[config.mk]
export PLATFORM = sky130hd
export DESIGN_NAME = deep_sleep_config_sw_control
export DESIGN_NICKNAME = d
export VERILOG_FILES = /design/src/core/dslp_pkg.sv /design/src/core/deep_sleep_config_sw_control.sv
export SDC_FILE = /design/constraint.sdc
export NUM_CORES = 1
export LEC_CHECK = 0
export ABC_AREA = 1
export BUFFER_PORTS_ARGS = -buffer_cell sky130_fd_sc_hd__buf_2
export CAP_MARGIN = 20
export CORE_MARGIN = 5
export CORE_UTILIZATION = 59
export CTS_CLUSTER_DIAMETER = 150
export DETAILED_ROUTE_END_ITERATION = 16
export PLACE_DENSITY = 0.93
export SYNTH_ARGS = -nofsm -noshare
export SYNTH_HDL_FRONTEND = slang
export SYNTH_SLANG_ARGS = --single-unit
[constraint.sdc]
create_clock -name CORE_CLK -period 2.25 [get_ports CORE_CLK]
set_input_delay 0.45 -clock CORE_CLK [delete_from_list [all_inputs] [get_ports CORE_CLK]]
set_output_delay 0.45 -clock CORE_CLK [all_outputs]
set_load 0.03 [all_outputs]
[src/core/dslp_pkg.sv]
package dslp_pkg;
    // register word addresses (byte address = 4 * index)
    localparam logic [2:0]  IDX_MEM_POWER    = 3'h0;
    localparam logic [2:0]  IDX_TABLE_RESET  = 3'h1;
    localparam logic [2:0]  IDX_CFG_ONE      = 3'h2;
    localparam logic [2:0]  IDX_CFG_TWO      = 3'h3;
    localparam logic [2:0]  IDX_SW_PORT      = 3'h4;
    localparam logic [2:0]  IDX_IRQ_STATUS   = 3'h5;
    localparam logic [2:0]  IDX_IRQ_MASK     = 3'h6;
    localparam logic [2:0]  IDX_LAST         = 3'h6;

    localparam logic [15:0] RST_MEM_POWER    = 16'h2fff;
    localparam logic [15:0] RST_TABLE_RESET  = 16'hff00;
    localparam logic [15:0] RST_CFG_ONE      = 16'h0000;
    localparam logic [15:0] RST_CFG_TWO      = 16'h0000;
    localparam logic [15:0] RST_SW_PORT      = 16'h0000;

    // memory power fields
    localparam int MP_HOLD_SMBUS  = 4;
    localparam int MP_MASK_OEM    = 12;
    // table reset configuration
    localparam int TR_MTA_PG      = 1;
    // config one fields
    localparam int C1_START       = 0;
    localparam int C1_DIRECT      = 1;
    localparam int C1_WAKE_IND    = 2;
    localparam int C1_STICKY      = 4;
    localparam int C1_INBAND      = 5;
    localparam int C1_WAKE_HOST   = 6;
    localparam int C1_WAKE_MGMT   = 7;
    localparam int C1_DEF_SIDE    = 8;
    localparam int C1_GIG_SIDE    = 9;
    localparam int C1_SLEEP_LAN   = 10;
    localparam int C1_FORCE       = 14;
    localparam int C1_CLR_IND     = 15;
    // config two
    localparam int C2_SHADOW_W    = 5;
    // software port fields
    localparam int SP_SEL_LSB     = 0;
    localparam int SP_SEL_W       = 4;
    localparam int SP_WSTROBE     = 4;
    localparam int SP_WSOURCE     = 5;
    localparam int SP_RSTROBE     = 6;
    localparam int SP_MBOX_LSB    = 8;
    localparam int SP_MBOX_W      = 8;
    // interrupt status bits
    localparam int IRQ_SEQ_DONE   = 0;
    localparam int IRQ_WAKE       = 1;
    localparam int IRQ_PORT_DONE  = 2;
    localparam int IRQ_W          = 3;

    localparam int AUTO_SEQ_CYCLES = 16;

    typedef enum logic [1:0] {
        SEQ_IDLE = 2'b00,
        SEQ_RUN  = 2'b01,
        SEQ_DONE = 2'b10
    } seq_state_e;

    typedef struct packed {
        logic [3:0] addr;
        logic [7:0] wdata;
        logic       wr;
        logic       rd;
    } ao_req_s;
endpackage

[src/core/deep_sleep_config_sw_control.sv]
`timescale 1ns/1ps
// Overview of operation
// writing start bit 0 runs auto configuration sequence; hardware clears it when done
// read strobe bit 6 captures selected bus into mailbox 15:8, then clears
// write-source bit 5 picks mailbox or default data; cleared after its write
// write strobe bit 4 issues one write pulse; cleared once issued
// selector bits 3:0 choose the internal bus address for port accesses
// mailbox 15:8 resets to zero and is freely read and written
// sticky bit 4 sleeps on disconnect; wakes if mgmt or host wake set; ENTER_DEEP_SLEEP does not use bits 6,7 and falls when disconnect drops
// bit 8 makes sideband the default interface after power-on or exit
// bits 6,7 signal host/mgmt wake on exit; bit 5 selects in-band exit
// bit 10 lets the lan disable input cause deep-sleep entry
// bit 9 permits gigabit operation while in sideband mode
// force bit 14 drives the phy into energy power-down
// wake indication bit 2 set on wake, cleared by writing one to bit 15
// direct access bit 1 grants software access to the always-on block
// bit 1 makes multicast table reset only on power-good
// bit 4, default one, holds sideband interface on device reset
// bit 12 masks gigabit-disable and restart-autoneg impact
// five-bit shadow field 4:0 holds management supply configuration, reset zero
// one bus transaction per strobe; new strobe ignored until hardware clears
module deep_sleep_config_sw_control
    import dslp_pkg::*;
#(
    parameter int SEQ_CYCLES = AUTO_SEQ_CYCLES
) (
    input  wire logic        CORE_CLK,
    input  wire logic        RESET,
    input  wire logic [4:0]  AVS_ADDRESS,
    input  wire logic        AVS_READ,
    input  wire logic        AVS_WRITE,
    input  wire logic [31:0] AVS_WRITEDATA,
    input  wire logic [3:0]  AVS_BYTEENABLE,
    output logic [31:0]      AVS_READDATA,
    output logic             AVS_WAITREQUEST,
    input  wire logic        LINK_DISCONNECT,
    input  wire logic        LAN_DISABLE_INPUT,
    input  wire logic        WAKE_EVENT,
    input  wire logic [7:0]  AO_READ_DATA,
    input  wire logic [7:0]  AO_DEFAULT_DATA,
    output ao_req_s          AO_REQ,
    output logic             PORT_WRITE_PULSE,
    output logic             DIRECT_BLOCK_ACCESS,
    output logic             SEQ_BUSY,
    output logic             ENTER_DEEP_SLEEP,
    output logic             FORCE_POWER_DOWN,
    output logic             WAKE_HOST,
    output logic             WAKE_MGMT,
    output logic             INBAND_EXIT,
    output logic             DEFAULT_SIDEBAND,
    output logic             GIGABIT_IN_SIDEBAND,
    output logic             HOLD_SMBUS_ON_DEVICE_RESET,
    output logic             MULTICAST_TABLE_POWERGOOD_RESET,
    output logic             MASK_OEM_BITS,
    output logic [4:0]       MGMT_SUPPLY_SHADOW,
    output logic             IRQ
);
    logic [15:0]       mem_power;
    logic [15:0]       table_reset;
    logic [15:0]       cfg_one;
    logic [15:0]       cfg_two;
    logic [15:0]       sw_port;
    logic [IRQ_W-1:0]  irq_status;
    logic [IRQ_W-1:0]  irq_mask;
    logic [1:0]        lan_sync;
    logic [1:0]        disc_sync;
    logic [1:0]        wake_sync;
    logic              wake_seen;
    logic              ack;
    logic              wr_acc;
    logic              rd_acc;
    logic [2:0]        idx;
    logic              mapped;
    logic [15:0]       wmask;
    logic [15:0]       wval;
    logic              port_rd_go;
    logic              port_wr_go;
    logic              wake_rise;
    logic              seq_done;
    logic [IRQ_W-1:0]  irq_events;
    logic [15:0]       seq_cnt;
    logic [15:0]       busy_len;
    seq_state_e        seq_state;

    // one wait state: waitrequest is high in the first cycle of every request
    assign AVS_WAITREQUEST = (AVS_READ | AVS_WRITE) & ~ack;
    assign idx     = AVS_ADDRESS[4:2];
    assign mapped  = (AVS_ADDRESS[1:0] == 2'h0) && (idx <= IDX_LAST);
    assign wr_acc  = AVS_WRITE & ack & mapped;
    // read data are registered in the wait cycle so they stand when the master takes them
    assign rd_acc  = AVS_READ & ~ack;
    assign wmask   = {{8{AVS_BYTEENABLE[1]}}, {8{AVS_BYTEENABLE[0]}}};
    assign wval    = AVS_WRITEDATA[15:0];

    always_ff @(posedge CORE_CLK) begin
        if (RESET) begin
            ack <= 1'b0;
        end else begin
            ack <= (AVS_READ | AVS_WRITE) & ~ack;
        end
    end

    always_ff @(posedge CORE_CLK) begin
        if (RESET) begin
            lan_sync  <= 2'h0;
            disc_sync <= 2'h0;
            wake_sync <= 2'h0;
            wake_seen <= 1'b0;
        end else begin
            lan_sync  <= {lan_sync[0], LAN_DISABLE_INPUT};
            disc_sync <= {disc_sync[0], LINK_DISCONNECT};
            wake_sync <= {wake_sync[0], WAKE_EVENT};
            wake_seen <= wake_sync[1];
        end
    end
    assign wake_rise = wake_sync[1] & ~wake_seen;

    // plain control registers; reserved bits outside irq_mask hold whatever software writes
    always_ff @(posedge CORE_CLK) begin
        if (RESET) begin
            mem_power   <= RST_MEM_POWER;
            table_reset <= RST_TABLE_RESET;
            cfg_two     <= RST_CFG_TWO;
            irq_mask    <= '0;
        end else if (wr_acc) begin
            case (idx)
                IDX_MEM_POWER:   mem_power   <= (mem_power & ~wmask) | (wval & wmask);
                IDX_TABLE_RESET: table_reset <= (table_reset & ~wmask) | (wval & wmask);
                IDX_CFG_TWO:     cfg_two     <= (cfg_two & ~wmask) | (wval & wmask);
                IDX_IRQ_MASK:    irq_mask    <= AVS_BYTEENABLE[0] ? wval[IRQ_W-1:0] : irq_mask;
                default: begin
                end
            endcase
        end
    end

    // auto configuration sequence: fixed-length walk, then start self-clears
    always_ff @(posedge CORE_CLK) begin
        if (RESET) begin
            seq_state <= SEQ_IDLE;
            seq_cnt   <= '0;
        end else begin
            case (seq_state)
                SEQ_IDLE: begin
                    if (cfg_one[C1_START]) begin
                        seq_state <= SEQ_RUN;
                        seq_cnt   <= 16'(SEQ_CYCLES - 1);
                    end
                end
                SEQ_RUN: begin
                    if (seq_cnt == 16'h0) begin
                        seq_state <= SEQ_DONE;
                    end else begin
                        seq_cnt <= seq_cnt - 16'h1;
                    end
                end
                SEQ_DONE: seq_state <= SEQ_IDLE;
                default:  seq_state <= SEQ_IDLE;
            endcase
        end
    end
    assign seq_done = (seq_state == SEQ_DONE);
    assign SEQ_BUSY = (seq_state != SEQ_IDLE);

    // helper for the checks: cycles spent busy in the current run
    always_ff @(posedge CORE_CLK) begin
        if (RESET || !SEQ_BUSY) begin
            busy_len <= '0;
        end else begin
            busy_len <= busy_len + 16'h1;
        end
    end

    // wake indication: a wake landing as the clear bit acts, one cycle after the clear write, still sets the bit
    always_ff @(posedge CORE_CLK) begin
        if (RESET) begin
            cfg_one <= RST_CFG_ONE;
        end else begin
            if (wr_acc && idx == IDX_CFG_ONE) begin
                if (AVS_BYTEENABLE[0]) begin
                    // start cannot be dropped by software while the sequence runs
                    cfg_one[7:0] <= {wval[7:1], wval[C1_START] | cfg_one[C1_START]};
                end
                if (AVS_BYTEENABLE[1]) begin
                    cfg_one[15:8] <= wval[15:8];
                end
            end
            if (seq_done) begin
                cfg_one[C1_START] <= 1'b0;
            end
            if (cfg_one[C1_CLR_IND]) begin
                cfg_one[C1_WAKE_IND] <= 1'b0;
                cfg_one[C1_CLR_IND]  <= 1'b0;
            end
            if (wake_rise) begin
                cfg_one[C1_WAKE_IND] <= 1'b1;
            end
        end
    end

    // software port: strobes act once, then hardware clears them
    assign port_rd_go = sw_port[SP_RSTROBE];
    assign port_wr_go = sw_port[SP_WSTROBE] & ~sw_port[SP_RSTROBE];

    always_ff @(posedge CORE_CLK) begin
        if (RESET) begin
            sw_port <= RST_SW_PORT;
        end else begin
            if (wr_acc && idx == IDX_SW_PORT) begin
                if (AVS_BYTEENABLE[1]) begin
                    sw_port[15:8] <= wval[15:8];
                end
                if (AVS_BYTEENABLE[0]) begin
                    sw_port[3:0] <= wval[3:0];
                    sw_port[7]   <= wval[7];
                    // a strobe already pending is not restarted
                    sw_port[SP_RSTROBE] <= sw_port[SP_RSTROBE] | wval[SP_RSTROBE];
                    sw_port[SP_WSTROBE] <= sw_port[SP_WSTROBE] | wval[SP_WSTROBE];
                    sw_port[SP_WSOURCE] <= sw_port[SP_WSTROBE] ? sw_port[SP_WSOURCE] : wval[SP_WSOURCE];
                end
            end
            if (port_rd_go) begin
                sw_port[15:8]       <= AO_READ_DATA;
                sw_port[SP_RSTROBE] <= 1'b0;
            end else if (port_wr_go) begin
                sw_port[SP_WSTROBE] <= 1'b0;
                sw_port[SP_WSOURCE] <= 1'b0;
            end
        end
    end

    always_ff @(posedge CORE_CLK) begin
        if (RESET) begin
            AO_REQ           <= '0;
            PORT_WRITE_PULSE <= 1'b0;
        end else begin
            AO_REQ.addr      <= sw_port[SP_SEL_W-1:0];
            AO_REQ.rd        <= port_rd_go;
            AO_REQ.wr        <= port_wr_go;
            PORT_WRITE_PULSE <= port_wr_go;
            AO_REQ.wdata     <= sw_port[SP_WSOURCE] ? sw_port[15:8] : AO_DEFAULT_DATA;
        end
    end

    // interrupt status, write one to clear; a new event beats the clear
    assign irq_events = {port_rd_go | port_wr_go, wake_rise, seq_done};
    always_ff @(posedge CORE_CLK) begin
        if (RESET) begin
            irq_status <= '0;
        end else begin
            if (wr_acc && idx == IDX_IRQ_STATUS && AVS_BYTEENABLE[0]) begin
                irq_status <= (irq_status & ~wval[IRQ_W-1:0]) | irq_events;
            end else begin
                irq_status <= irq_status | irq_events;
            end
        end
    end
    assign IRQ = |(irq_status & irq_mask);

    always_ff @(posedge CORE_CLK) begin
        if (RESET) begin
            AVS_READDATA <= '0;
        end else if (rd_acc) begin
            case (AVS_ADDRESS)
                {IDX_MEM_POWER, 2'h0}:   AVS_READDATA <= {16'h0, mem_power};
                {IDX_TABLE_RESET, 2'h0}: AVS_READDATA <= {16'h0, table_reset};
                {IDX_CFG_ONE, 2'h0}:     AVS_READDATA <= {16'h0, cfg_one};
                {IDX_CFG_TWO, 2'h0}:     AVS_READDATA <= {16'h0, cfg_two};
                {IDX_SW_PORT, 2'h0}:     AVS_READDATA <= {16'h0, sw_port};
                {IDX_IRQ_STATUS, 2'h0}:  AVS_READDATA <= {29'h0, irq_status};
                {IDX_IRQ_MASK, 2'h0}:    AVS_READDATA <= {29'h0, irq_mask};
                default:                 AVS_READDATA <= 32'h0;
            endcase
        end
    end

    // the sequence itself reuses the same always-on controls; sleep entry waits for it
    assign ENTER_DEEP_SLEEP = ~SEQ_BUSY &
                              ((cfg_one[C1_STICKY] & disc_sync[1]) |
                               (cfg_one[C1_SLEEP_LAN] & lan_sync[1]));
    assign FORCE_POWER_DOWN    = cfg_one[C1_FORCE];
    assign WAKE_HOST           = cfg_one[C1_WAKE_HOST];
    assign WAKE_MGMT           = cfg_one[C1_WAKE_MGMT];
    assign INBAND_EXIT         = cfg_one[C1_INBAND];
    assign DEFAULT_SIDEBAND    = cfg_one[C1_DEF_SIDE];
    assign GIGABIT_IN_SIDEBAND = cfg_one[C1_GIG_SIDE];
    assign DIRECT_BLOCK_ACCESS = cfg_one[C1_DIRECT];
    assign HOLD_SMBUS_ON_DEVICE_RESET      = mem_power[MP_HOLD_SMBUS];
    assign MULTICAST_TABLE_POWERGOOD_RESET = table_reset[TR_MTA_PG];
    assign MASK_OEM_BITS       = mem_power[MP_MASK_OEM];
    assign MGMT_SUPPLY_SHADOW  = cfg_two[C2_SHADOW_W-1:0];
endmodule

==> results by group, run 1 <==
Detailed routing
  – Total number of vias: 6473
  – Vias per inst: 5.56
  – Final wirelength: 17500 um
  – Initial DRC Count: 763
  – DRC violations left: 0
  – Drt wl/cell: 15.1 um
  – Drt pass-1 iters: 8
  – Number of nets with antenna violations after routing: 0

Global routing
  – Antenna violations before repair: 2
  – Vias in the first global route: 6227
  – First-pass GRT wire length: 28500 um
  – Largest net degree at the start of global routing: 63
  – Total track usage: 0.270
  – Total congestion overflow: 0

Timing
  – Slew Limit Fails: 0
  – Worst-Margin Slew: 0.711 ns
  – Fmax: 544 MHz
  – RSZ-0062 raised after global routing: no
  – Final setup viols: 0
  – Fin crit period: 1.84 ns
  – Slack of the critical path: 0.411 ns
  – Post-Route Setup TNS: 0 ns
  – Final Hold Vio Count: 0
  – Worst slew margin: 0.526
  – Final Skew: 0.0106 ns
  – Tcrit/Tclk final: 0.817

CTS
  – Postcts setup bufs: 0
  – TritonCTS clock tree: done
  – H-tree Lvls: 4
  – CTS Buf Count: 17
  – CTS Buffer Depth: 2
  – Post-CTS resize count: 0
  – Clk slew on worst S/H paths: 0.06 ns
  – Hold buffer count at CTS: 0
  – Worst-Skew Late Latency: 0.54 ns
  – Root Buffer: clkbuf_8
  – Clock sink count: 142

Power and ir drop
  – Leakage: 0.00348 uW
  – VDD IR max: 0.631 mV
  – PwrDens: 750 nW/um^2

Min path
  – HP Class: in -> reg

Setup path
  – Critical path type: reg -> out
  – Worst stage delay on the critical path: 0.33 ns
  – Slowest cell on crit path: dfxtp_1
  – Worst EP arrival: 1.39 ns
  – Bufs and invs on worst path: 2
  – Startpoint types: flip-flop
  – Crit-path leading delay family: flip-flops
  – Crit path max fanout: 3
  – CP cell instances: nor2_1 -> inv_1 -> a21oi_1 -> buf_2
  – Data required time of the critical path: 1.80 ns
  – Crit path capture type: output pin

Floorplan
  – Die height: 114 um
  – Starting Density: 0.597
  – Core area: 10800 um^2
  – # rows: 38
  – Die W: 114 um
  – I/O pins: 130
  – Full die area: 13100 um^2

Finish
  – Ant. Diodes: 0
  – Synth-to-layout area growth: 16.7%
  – Ratio of cells with drive above 1 in the final layout: 0.178
  – Nets: 1077
  – Core Util, Final: 0.697
  – Design area: 7520 um^2

Synthesis
  – Mapped Area: 6440 um^2
  – Most used DFF post-synth: dfxtp_1
  – Post-synth EDFFs: 0
  – Synth area leaders: dfxtp_1 (44%), nand2_1 (14%), nor2_1 (6.6%)
  – Synth cell types: 33
  – Post-synth top area cell: dfxtp_1
  – Fraction of registers with async set/reset: 0
  – Synth top area share: 0.441
  – Yosys synthesis warning count: 0
  – #FFs+latches synth: 142
  – Synth Instances: 922
  – Post-synth top cells: nand2_1 (233), dfxtp_1 (142), nor2_1 (114)
  – Dominant cell by count in the synthesized netlist: nand2_1
  – Register area share after synthesis: 0.441
  – Syn avg cell area: 6.99 um^2

Placed design
  – Hpwl dp: 11600 um
  – Count of input and output buffers: 95
  – GPL Wtd Cong: 0.930
  – Placed cell area: 6940 um^2
  – DP Worst Slack: 0.329 ns

Flow run
  – MaxCap Viol Count: 0

Outcome
  – Status: completed
[cell type report]
class / instances / area [um^2]
fillers: 809 / 3270
multi-input cells: 647 / 2950
flip-flops and latches: 142 / 2840
repair buffers: 113 / 623
clock buffers: 19 / 432
inverters: 91 / 342
well taps: 140 / 175
clock inverters: 13 / 151
[cell usage in the layout (no fill, tap or decap), types with 4 or more instances in the layout]
master | synthesis | routed
buf_2 | 9 | 95
o21ai_0 | 66 | 66
nor2_2 | 4 | 4
o211ai_1 | 5 | 5
nand3_1 | 80 | 80
clkbuf_16 | 0 | 16
inv_2 | 4 | 5
nor2_1 | 114 | 114
nand2_2 | 14 | 14
buf_4 | 29 | 17
o21ai_1 | 6 | 6
inv_6 | 0 | 4
nand2_1 | 233 | 233
inv_1 | 87 | 86
a21oi_1 | 75 | 75
dfxtp_1 | 142 | 142
nor2_4 | 6 | 6
conb_1 | 1 | 16
nor3_1 | 5 | 5
[through the flow]
stage	total power (uW)	cells	hold WS, ns
6_report	5640	1165	0.116
5_1_grt	5790	1165	0.111
4_1_cts	5640	1165	0.112
3_5_place_dp	2920	1133	0.398
3_3_place_gp	2910	1133	0.391
2_1_floorplan	2820	937	0.388
[routing by layer]
metal / track usage / routed length [um] / part of all wire
met5: 0 / 21 / 0.0012
met4: 0.121 / 568 / 0.032
met3: 0.0809 / 1950 / 0.11
met2: 0.454 / 8370 / 0.48
met1: 0.317 / 6630 / 0.38
[cells by family (layout without fill, tap and decap cells)]
logic type / Yosys count / count (layout) / synth area share
AOI/OAI and AO/OA: 157 / 157 / 0.127
xor gates and xnor gates: 4 / 4 / 0.00544
adders and majority gates: 1 / 1 / 0.00194
buffers and inverters: 148 / 236 / 0.109
DFF: 142 / 142 / 0.441
other: 1 / 16 / 0.000582
and+or+nand+nor: 469 / 469 / 0.315
[where the power goes]
| part | switching (uW) | internal, uW |
|---|---|---|
| Clock | 1130 | 1630 |
| Combinational | 247 | 82.5 |
| Sequential | 9.70 | 2540 |
[path summary, 6_finish.rpt]
path | startpoint | end | slack (ns) | cells after the start
max | seq_state[1] | ENTER_DEEP_SLEEP | 0.41 | 4
min reg2reg | wake_sync[0] | wake_sync[1] | 0.40 | 2
max reg2reg | ack | sw_port[5] | 0.46 | 8
min | LINK_DISCONNECT | disc_sync[0] | 0.12 | 3
[worst reg2reg max path: stages, from the launching register on]
cell and delay [ns]:
dfxtp_1 0.39, nand2_2 0.20, inv_2 0.14, nand2_2 0.08
nor2_1 0.14, nand2_1 0.31, inv_1 0.20, nand2_1 0.06
a211oi_1 0.18
(Power assumes the default switching activity.)
==> run 2, diff against run 1 <==
--- a/config.mk
+++ b/config.mk
@@ -9,10 +9,10 @@
 export BUFFER_PORTS_ARGS = -buffer_cell sky130_fd_sc_hd__buf_2
 export CAP_MARGIN = 20
 export CORE_MARGIN = 5
-export CORE_UTILIZATION = 59
+export CORE_UTILIZATION = 55
 export CTS_CLUSTER_DIAMETER = 150
 export DETAILED_ROUTE_END_ITERATION = 16
-export PLACE_DENSITY = 0.93
+export PLACE_DENSITY = 0.88
 export SYNTH_ARGS = -nofsm -noshare
 export SYNTH_HDL_FRONTEND = slang
 export SYNTH_SLANG_ARGS = --single-unit
==> constraint.sdc (replaced) <==
create_clock -name CORE_CLK -period 1.71 [get_ports CORE_CLK]
set_input_delay 0.342 -clock CORE_CLK [delete_from_list [all_inputs] [get_ports CORE_CLK]]
set_output_delay 0.342 -clock CORE_CLK [all_outputs]
set_load 0.03 [all_outputs]
==> run 2 against run 1 <==
Against the previous run: clock skew about the same; non-clock buffer count increased by 24; sequential share of layout area decreased by 1.4 points; largest power group unchanged; design area increased by 3.8%; register-to-register slack got worse by 0.33 ns; via count decreased by 0.49%; power increased by 38%; first-iteration DRC count decreased by 15%.
==> results by group, run 2 (synthesis results as in run 1) <==
CTS
  – Root Buffer: clkbuf_16
  – CTS Buffer Depth: 2 (unchanged)
  – Worst-Skew Late Latency: 0.43 ns (-0.11 ns)
  – TritonCTS clock tree: done
  – H-tree Lvls: 4 (unchanged)
  – CTS Buf Count: 17 (unchanged)
  – Clock sink count: 142 (unchanged)
  – Clk slew on worst S/H paths: 0.06 ns (about the same)

Finish
  – Commonest non-fill, non-tap cell in the layout: nand2_1
  – Synth-to-layout area growth: 21.2%
  – Design area: 7810 um^2 (+3.8%)
  – Ant. Diodes: 0 (unchanged)
  – Nets: 1101 (+2.2%)
  – Ratio of cells with drive above 1 in the final layout: 0.194 (+0.0163)
  – Filler instances: 937 (+16%)
  – Most frequent cells in the layout: nand2_1 (233), dfxtp_1 (142), nor2_1 (114)
  – Final instance count without filler cells: 1190 (+2.1%)

Global routing
  – Met2 Use GR: 0.422 (-0.0320)
  – First-pass GRT wire length: 29400 um (+3.4%)
  – Total track usage: 0.256 (-0.0139)
  – Largest net degree at the start of global routing: 63 (unchanged)
  – Antenna violations before repair: 0 (-2)
  – Met1 GRT Util: 0.322 (+0.00490)
  – Busiest grt layer: met2
  – Total congestion overflow: 0 (unchanged)
  – Vias in the first global route: 6114 (-1.8%)
  – Met3 Resource Use GR: 0.0606 (-0.0202)

Power and ir drop
  – VDD IR max: 1.34 mV (+110%)
  – Cell-internal power: 6050 uW (+42%)
  – Combinational group share of total power: 0.061 (+0.002)
  – Sw Pwr: 1710 uW (+23%)
  – Seq pwr share: 0.432 (-0.020)
  – Clock power frac: 0.507 (+0.017)
  – Net Sw Frac: 0.221 (-0.0258)
  – Leakage: 0.00363 uW (+4.4%)
  – PwrDens: 995 nW/um^2 (+33%)

Floorplan
  – Core area: 11500 um^2 (+6.2%)
  – # rows: 39 (+2.6%)
  – Die height: 118 um (+3.3%)
  – I/O pins: 130 (unchanged)
  – Die W: 118 um (+3.3%)
  – Starting Density: 0.562 (-0.0351)
  – Full die area: 14000 um^2 (+6.6%)

Timing
  – WHS: 0.117 ns (+0.000837 ns)
  – Final setup viols: 0 (unchanged)
  – Slew Limit Fails: 0 (unchanged)
  – Tcrit/Tclk final: 0.949
  – Fmax: 616 MHz
  – Final Hold Vio Count: 0 (unchanged)
  – Final Skew: 0.0105 ns (-0.00000720 ns)
  – Worst-Margin Slew: 0.717 ns (+0.00563 ns)
  – Fin crit period: 1.62 ns
  – Worst slew margin: 0.522 (-0.00375)

Setup path
  – Crit path capture type: output pin
  – Crit path max fanout: 3 (unchanged)
  – Worst stage delay on the critical path: 0.32 ns (about the same)
  – Startpoint types: flip-flop
  – Slowest cell on crit path: dfxtp_1
  – Critical path type: reg -> out
  – Reg2Reg Setup Slack: 0.13 ns (-0.33 ns)
  – Bufs and invs on worst path: 2 (unchanged)
  – CP cell instances: nor2_1 -> inv_1 -> a21oi_1 -> buf_2
  – Crit-path leading delay family: flip-flops
  – Data required time of the critical path: 1.37 ns (-0.43 ns)
  – Worst EP arrival: 1.28 ns (-0.11 ns)

Detailed routing
  – Final wirelength: 17700 um (+1.2%)
  – Drt pass-1 iters: 6 (-2)
  – DRC violations left: 0 (unchanged)
  – Total number of vias: 6441 (-0.49%)
  – Initial DRC Count: 650 (-15%)
  – Number of nets with antenna violations after routing: 0 (unchanged)
  – Drt wl/cell: 14.9 um (-0.95%)
  – Vias per inst: 5.41 (-2.6%)

Flow run
  – MaxCap Viol Count: 0 (unchanged)

Outcome
  – Status: completed

Placed design
  – Placed cell area: 7140 um^2 (+3.0%)
  – Count of input and output buffers: 95 (unchanged)
  – Dpl cells: 1158 (+2.2%)
  – GPL Wtd Cong: 0.916 (-1.6%)
  – Hpwl dp: 12300 um (+5.6%)

Min path
  – HP Class: in -> reg
-- run 2: stage by stage --
| step | power (uW) | setup TNS (ns) | util | worst slack, ns |
|---|---|---|---|---|
| 3_5_place_dp | 3880 | 0 | 0.623 | 0.0228 |
| 2_1_floorplan | 3720 | 0 | - | 0.261 |
| 5_1_grt | 8000 | -0.0125 | 0.681 | -0.00681 |
| 6_report | 7760 | 0 | 0.681 | 0.0864 |
| 3_3_place_gp | 3880 | 0 | 0.623 | 0.0784 |
| 4_1_cts | 7780 | 0 | 0.677 | 0.0390 |
-- run 2: metal layers --
metal / part of all wire / vias to the layer above
li1: - / 3132
met1: 0.39 / 2885
met2: 0.48 / 373
met3: 0.098 / 51
met4: 0.028 / 0
met5: 0 / -
-- run 2: area by class of cell --
type                            count  area [um^2]  share of cell area
Clock buffer                       20          437              0.0559
Tap cell                          143          179              0.0229
Clock inverter                     10          188              0.0240
Inverter                           91          342              0.0438
Sequential cell                   142         2840               0.364
Multi-Input combinational cell    647         2970               0.380
Timing Repair Buffer              137          853               0.109
-- run 2: power by group through the flow --
stage / Clock [uW] / Sequential [uW] / Combinational [uW]
finish: 3940 / 3350 / 472
global route: 4130 / 3350 / 510
CTS: 3960 / 3350 / 464
detailed placement: 0 / 3420 / 460
global placement: 0 / 3420 / 454
floorplan: 0 / 3450 / 264
-- run 2: tightest hold or removal path, stage by stage --
cell	delay, ns
buf_2	0.07
inv_1	0.03
nor2_1	0.06
-- run 2: timing repair --
| action | in CTS | in global routing |
|---|---|---|
| endpoints found under the setup margin | 0 | 12 |
| gates resized for setup | 0 | 3 |
| setup buffers | 0 | 2 |
| endpoints found under the hold margin | 0 | 0 |
| hold buffers | 0 | 0 |
-- run 2: path summary, 6_finish.rpt --
| kind | from | end | cells past startpoint |
|---|---|---|---|
| hold / removal | LAN_DISABLE_INPUT | lan_sync[0] | 3 |
| setup / recovery | seq_state[1] | ENTER_DEEP_SLEEP | 4 |
| hold reg to reg | wake_sync[0] | wake_sync[1] | 2 |
| setup reg to reg | ack | irq_status[2] | 7 |
==> run 3, diff against run 2 <==
--- a/config.mk
+++ b/config.mk
@@ -12,7 +12,7 @@
 export CORE_UTILIZATION = 55
 export CTS_CLUSTER_DIAMETER = 150
 export DETAILED_ROUTE_END_ITERATION = 16
-export PLACE_DENSITY = 0.88
+export PLACE_DENSITY = 0.8
 export SYNTH_ARGS = -nofsm -noshare
 export SYNTH_HDL_FRONTEND = slang
 export SYNTH_SLANG_ARGS = --single-unit
==> run 3 against run 2 <==
Against the previous run: die area did not move; sequential share of layout area rose by 0.42 points; register-to-register slack better by 0.08 ns; non-clock buffer count shrank 6; clock power is 6.1% lower; via count down 3.7%; combinational power is 4.4% lower; design area down 1.1%; sequential cell count is the same; critical path depth down 1; global-route usage fell by 1.7 points; worst setup slack improved by 0.044 ns; critical endpoint unchanged.
==> results by group, run 3 (synthesis results as in run 1) <==
Outcome
  – Status: completed

Flow run
  – MaxCap Viol Count: 0 (unchanged)

Timing
  – Final Hold Vio Count: 0 (unchanged)
  – Fin crit period: 1.58 ns (-0.0436 ns)
  – Slack of the critical path: 0.130 ns (+0.0436 ns)
  – Tcrit/Tclk final: 0.924 (-0.0255)
  – Final Skew: 0.00869 ns (-0.00186 ns)
  – Final setup viols: 0 (unchanged)
  – Worst slew margin: 0.659 (+0.137)
  – RSZ-0062 raised after global routing: no
  – Post-Route Setup TNS: 0 ns (unchanged)
  – Worst-Margin Slew: 0.511 ns (-0.206 ns)
  – Fmax: 633 MHz (+2.8%)
  – Slew Limit Fails: 0 (unchanged)

Setup path
  – Crit Reg-Reg Startpoint: seq_cnt[1]
  – Worst EP arrival: 1.24 ns (-0.04 ns)
  – Reg2Reg Setup Slack: 0.21 ns (+0.08 ns)
  – Worst stage delay on the critical path: 0.42 ns (+0.10 ns)
  – Critical Path End: ENTER_DEEP_SLEEP
  – Startpoint types: flip-flop
  – Data required time of the critical path: 1.37 ns (about the same)
  – Critical path type: reg -> out
  – Reg2reg end: seq_cnt[8]
  – Crit path capture type: output pin
  – CP cell instances: nand2_1 -> a21oi_2 -> buf_4
  – Slowest cell on crit path: dfxtp_1
  – Worst-case reg-to-reg path depth: 11 (+4)
  – Crit path max fanout: 3 (unchanged)
  – Crit path launch: cfg_one[4]

Global routing
  – Total track usage: 0.239 (-0.0168)
  – First-pass GRT wire length: 27600 um (-6.3%)
  – Largest net degree at the start of global routing: 63 (unchanged)
  – Total congestion overflow: 0 (unchanged)
  – Vias in the first global route: 5648 (-7.6%)
  – Antenna violations before repair: 2 (+2)

Floorplan
  – I/O pins: 130 (unchanged)
  – Core area: 11500 um^2 (unchanged)
  – Starting Density: 0.562 (unchanged)
  – # rows: 39 (unchanged)
  – Full die area: 14000 um^2 (unchanged)
  – Die W: 118 um (unchanged)
  – Die height: 118 um (unchanged)

Placed design
  – DP Worst Slack: 0.0106 ns (-0.0122 ns)
  – Count of input and output buffers: 95 (unchanged)
  – GPL Wtd Cong: 0.879 (-4.0%)
  – Hpwl dp: 11900 um (-3.0%)
  – Dpl cells: 1154 (-0.35%)

CTS
  – Worst-Skew Late Latency: 0.43 ns (about the same)
  – TritonCTS clock tree: done
  – Postcts setup bufs: 0 (unchanged)
  – Clock sink count: 142 (unchanged)
  – Root Buffer: clkbuf_16
  – Clk slew on worst S/H paths: 0.06 ns (about the same)
  – CTS Buf Count: 17 (unchanged)
  – H-tree Lvls: 4 (unchanged)
  – CTS Buffer Depth: 2 (unchanged)

Finish
  – Ant. Diodes: 0 (unchanged)
  – Final instance count without filler cells: 1186 (-0.34%)
  – Ratio of cells with drive above 1 in the final layout: 0.194 (-0.000215)
  – Nets: 1095 (-0.54%)
  – Commonest non-fill, non-tap cell in the layout: nand2_1
  – Synth-to-layout area growth: 19.8%
  – Core Util, Final: 0.673 (-0.00775)
  – Filler instances: 991 (+5.8%)
  – Most frequent cells in the layout: nand2_1 (233), dfxtp_1 (142), nor2_1 (114)

Power and ir drop
  – VDD IR max: 0.883 mV (-34%)
  – Leakage: 0.00358 uW (-1.4%)
  – Power consumption: 7500 uW (-3.4%)
  – PwrDens: 972 nW/um^2 (-2.3%)

Min path
  – Hold path start: LINK_DISCONNECT
  – HP Class: in -> reg

Detailed routing
  – Drt wl/cell: 14.4 um (-3.7%)
  – Initial DRC Count: 683 (+5.1%)
  – Final wirelength: 17000 um (-4.1%)
  – Number of nets with antenna violations after routing: 0 (unchanged)
  – Vias per inst: 5.23 (-3.4%)
  – DRC violations left: 0 (unchanged)
  – Total number of vias: 6204 (-3.7%)
  – Drt pass-1 iters: 7 (+1)
-- run 3: worst min-delay path by stage --
stage                    to  cells past startpoint
2_1_floorplan  disc_sync[1]                      2
3_3_place_gp    lan_sync[1]                      2
3_5_place_dp   wake_sync[1]                      2
4_1_cts        disc_sync[0]                      3
5_1_grt        disc_sync[0]                      3
6_report       disc_sync[0]                      3
-- run 3: what timing repair did --
action / in CTS / in global routing
gates resized for setup: 0 / 3
endpoints found under the setup margin: 0 / 1
hold buffers: 0 / 0
-- run 3: power by group --
part           switching [uW]  leakage, uW  internal, uW
Sequential               12.3      0.00115          3340
Clock                    1490     0.000281          2210
Combinational             327      0.00215           124
-- run 3: per-layer routing --
metal  routed length [um]  vias up  GRT usage  part of all wire
li1                     -     3122          -                 -
met1                 7230     2800      0.308              0.42
met2                 8030      245      0.387              0.47
met3                 1410       33     0.0602             0.083
met4                  336        4     0.0918             0.020
met5                   14        -          0           0.00082
-- run 3: layout make-up --
cell class / instances / area [um^2] / area share
inverter: 91 / 342 / 0.0443
sequential: 142 / 2840 / 0.368
clock buffer: 18 / 439 / 0.0569
tap: 143 / 179 / 0.0232
multi-input combinational: 647 / 2960 / 0.383
clock inverter: 14 / 159 / 0.0206
timing repair buffer: 131 / 798 / 0.103
-- run 3: critical path: cells and delay by family (launching register included) --
family	cells	cell delay, ns
AND/OR/NAND/NOR	1	0.09
AO/OA/AOI/OAI	1	0.13
flip-flops	1	0.42
buffers and inverters	1	0.17
-- run 3: stage by stage --
| stage | hold WS, ns | cell area, um^2 |
|---|---|---|
| detailed placement | 0.397 | 7110 |
| finish | 0.114 | 7720 |
| CTS | 0.101 | 7710 |
| global route | 0.135 | 7720 |
| global placement | 0.389 | 7110 |
| floorplan | 0.388 | 6500 |
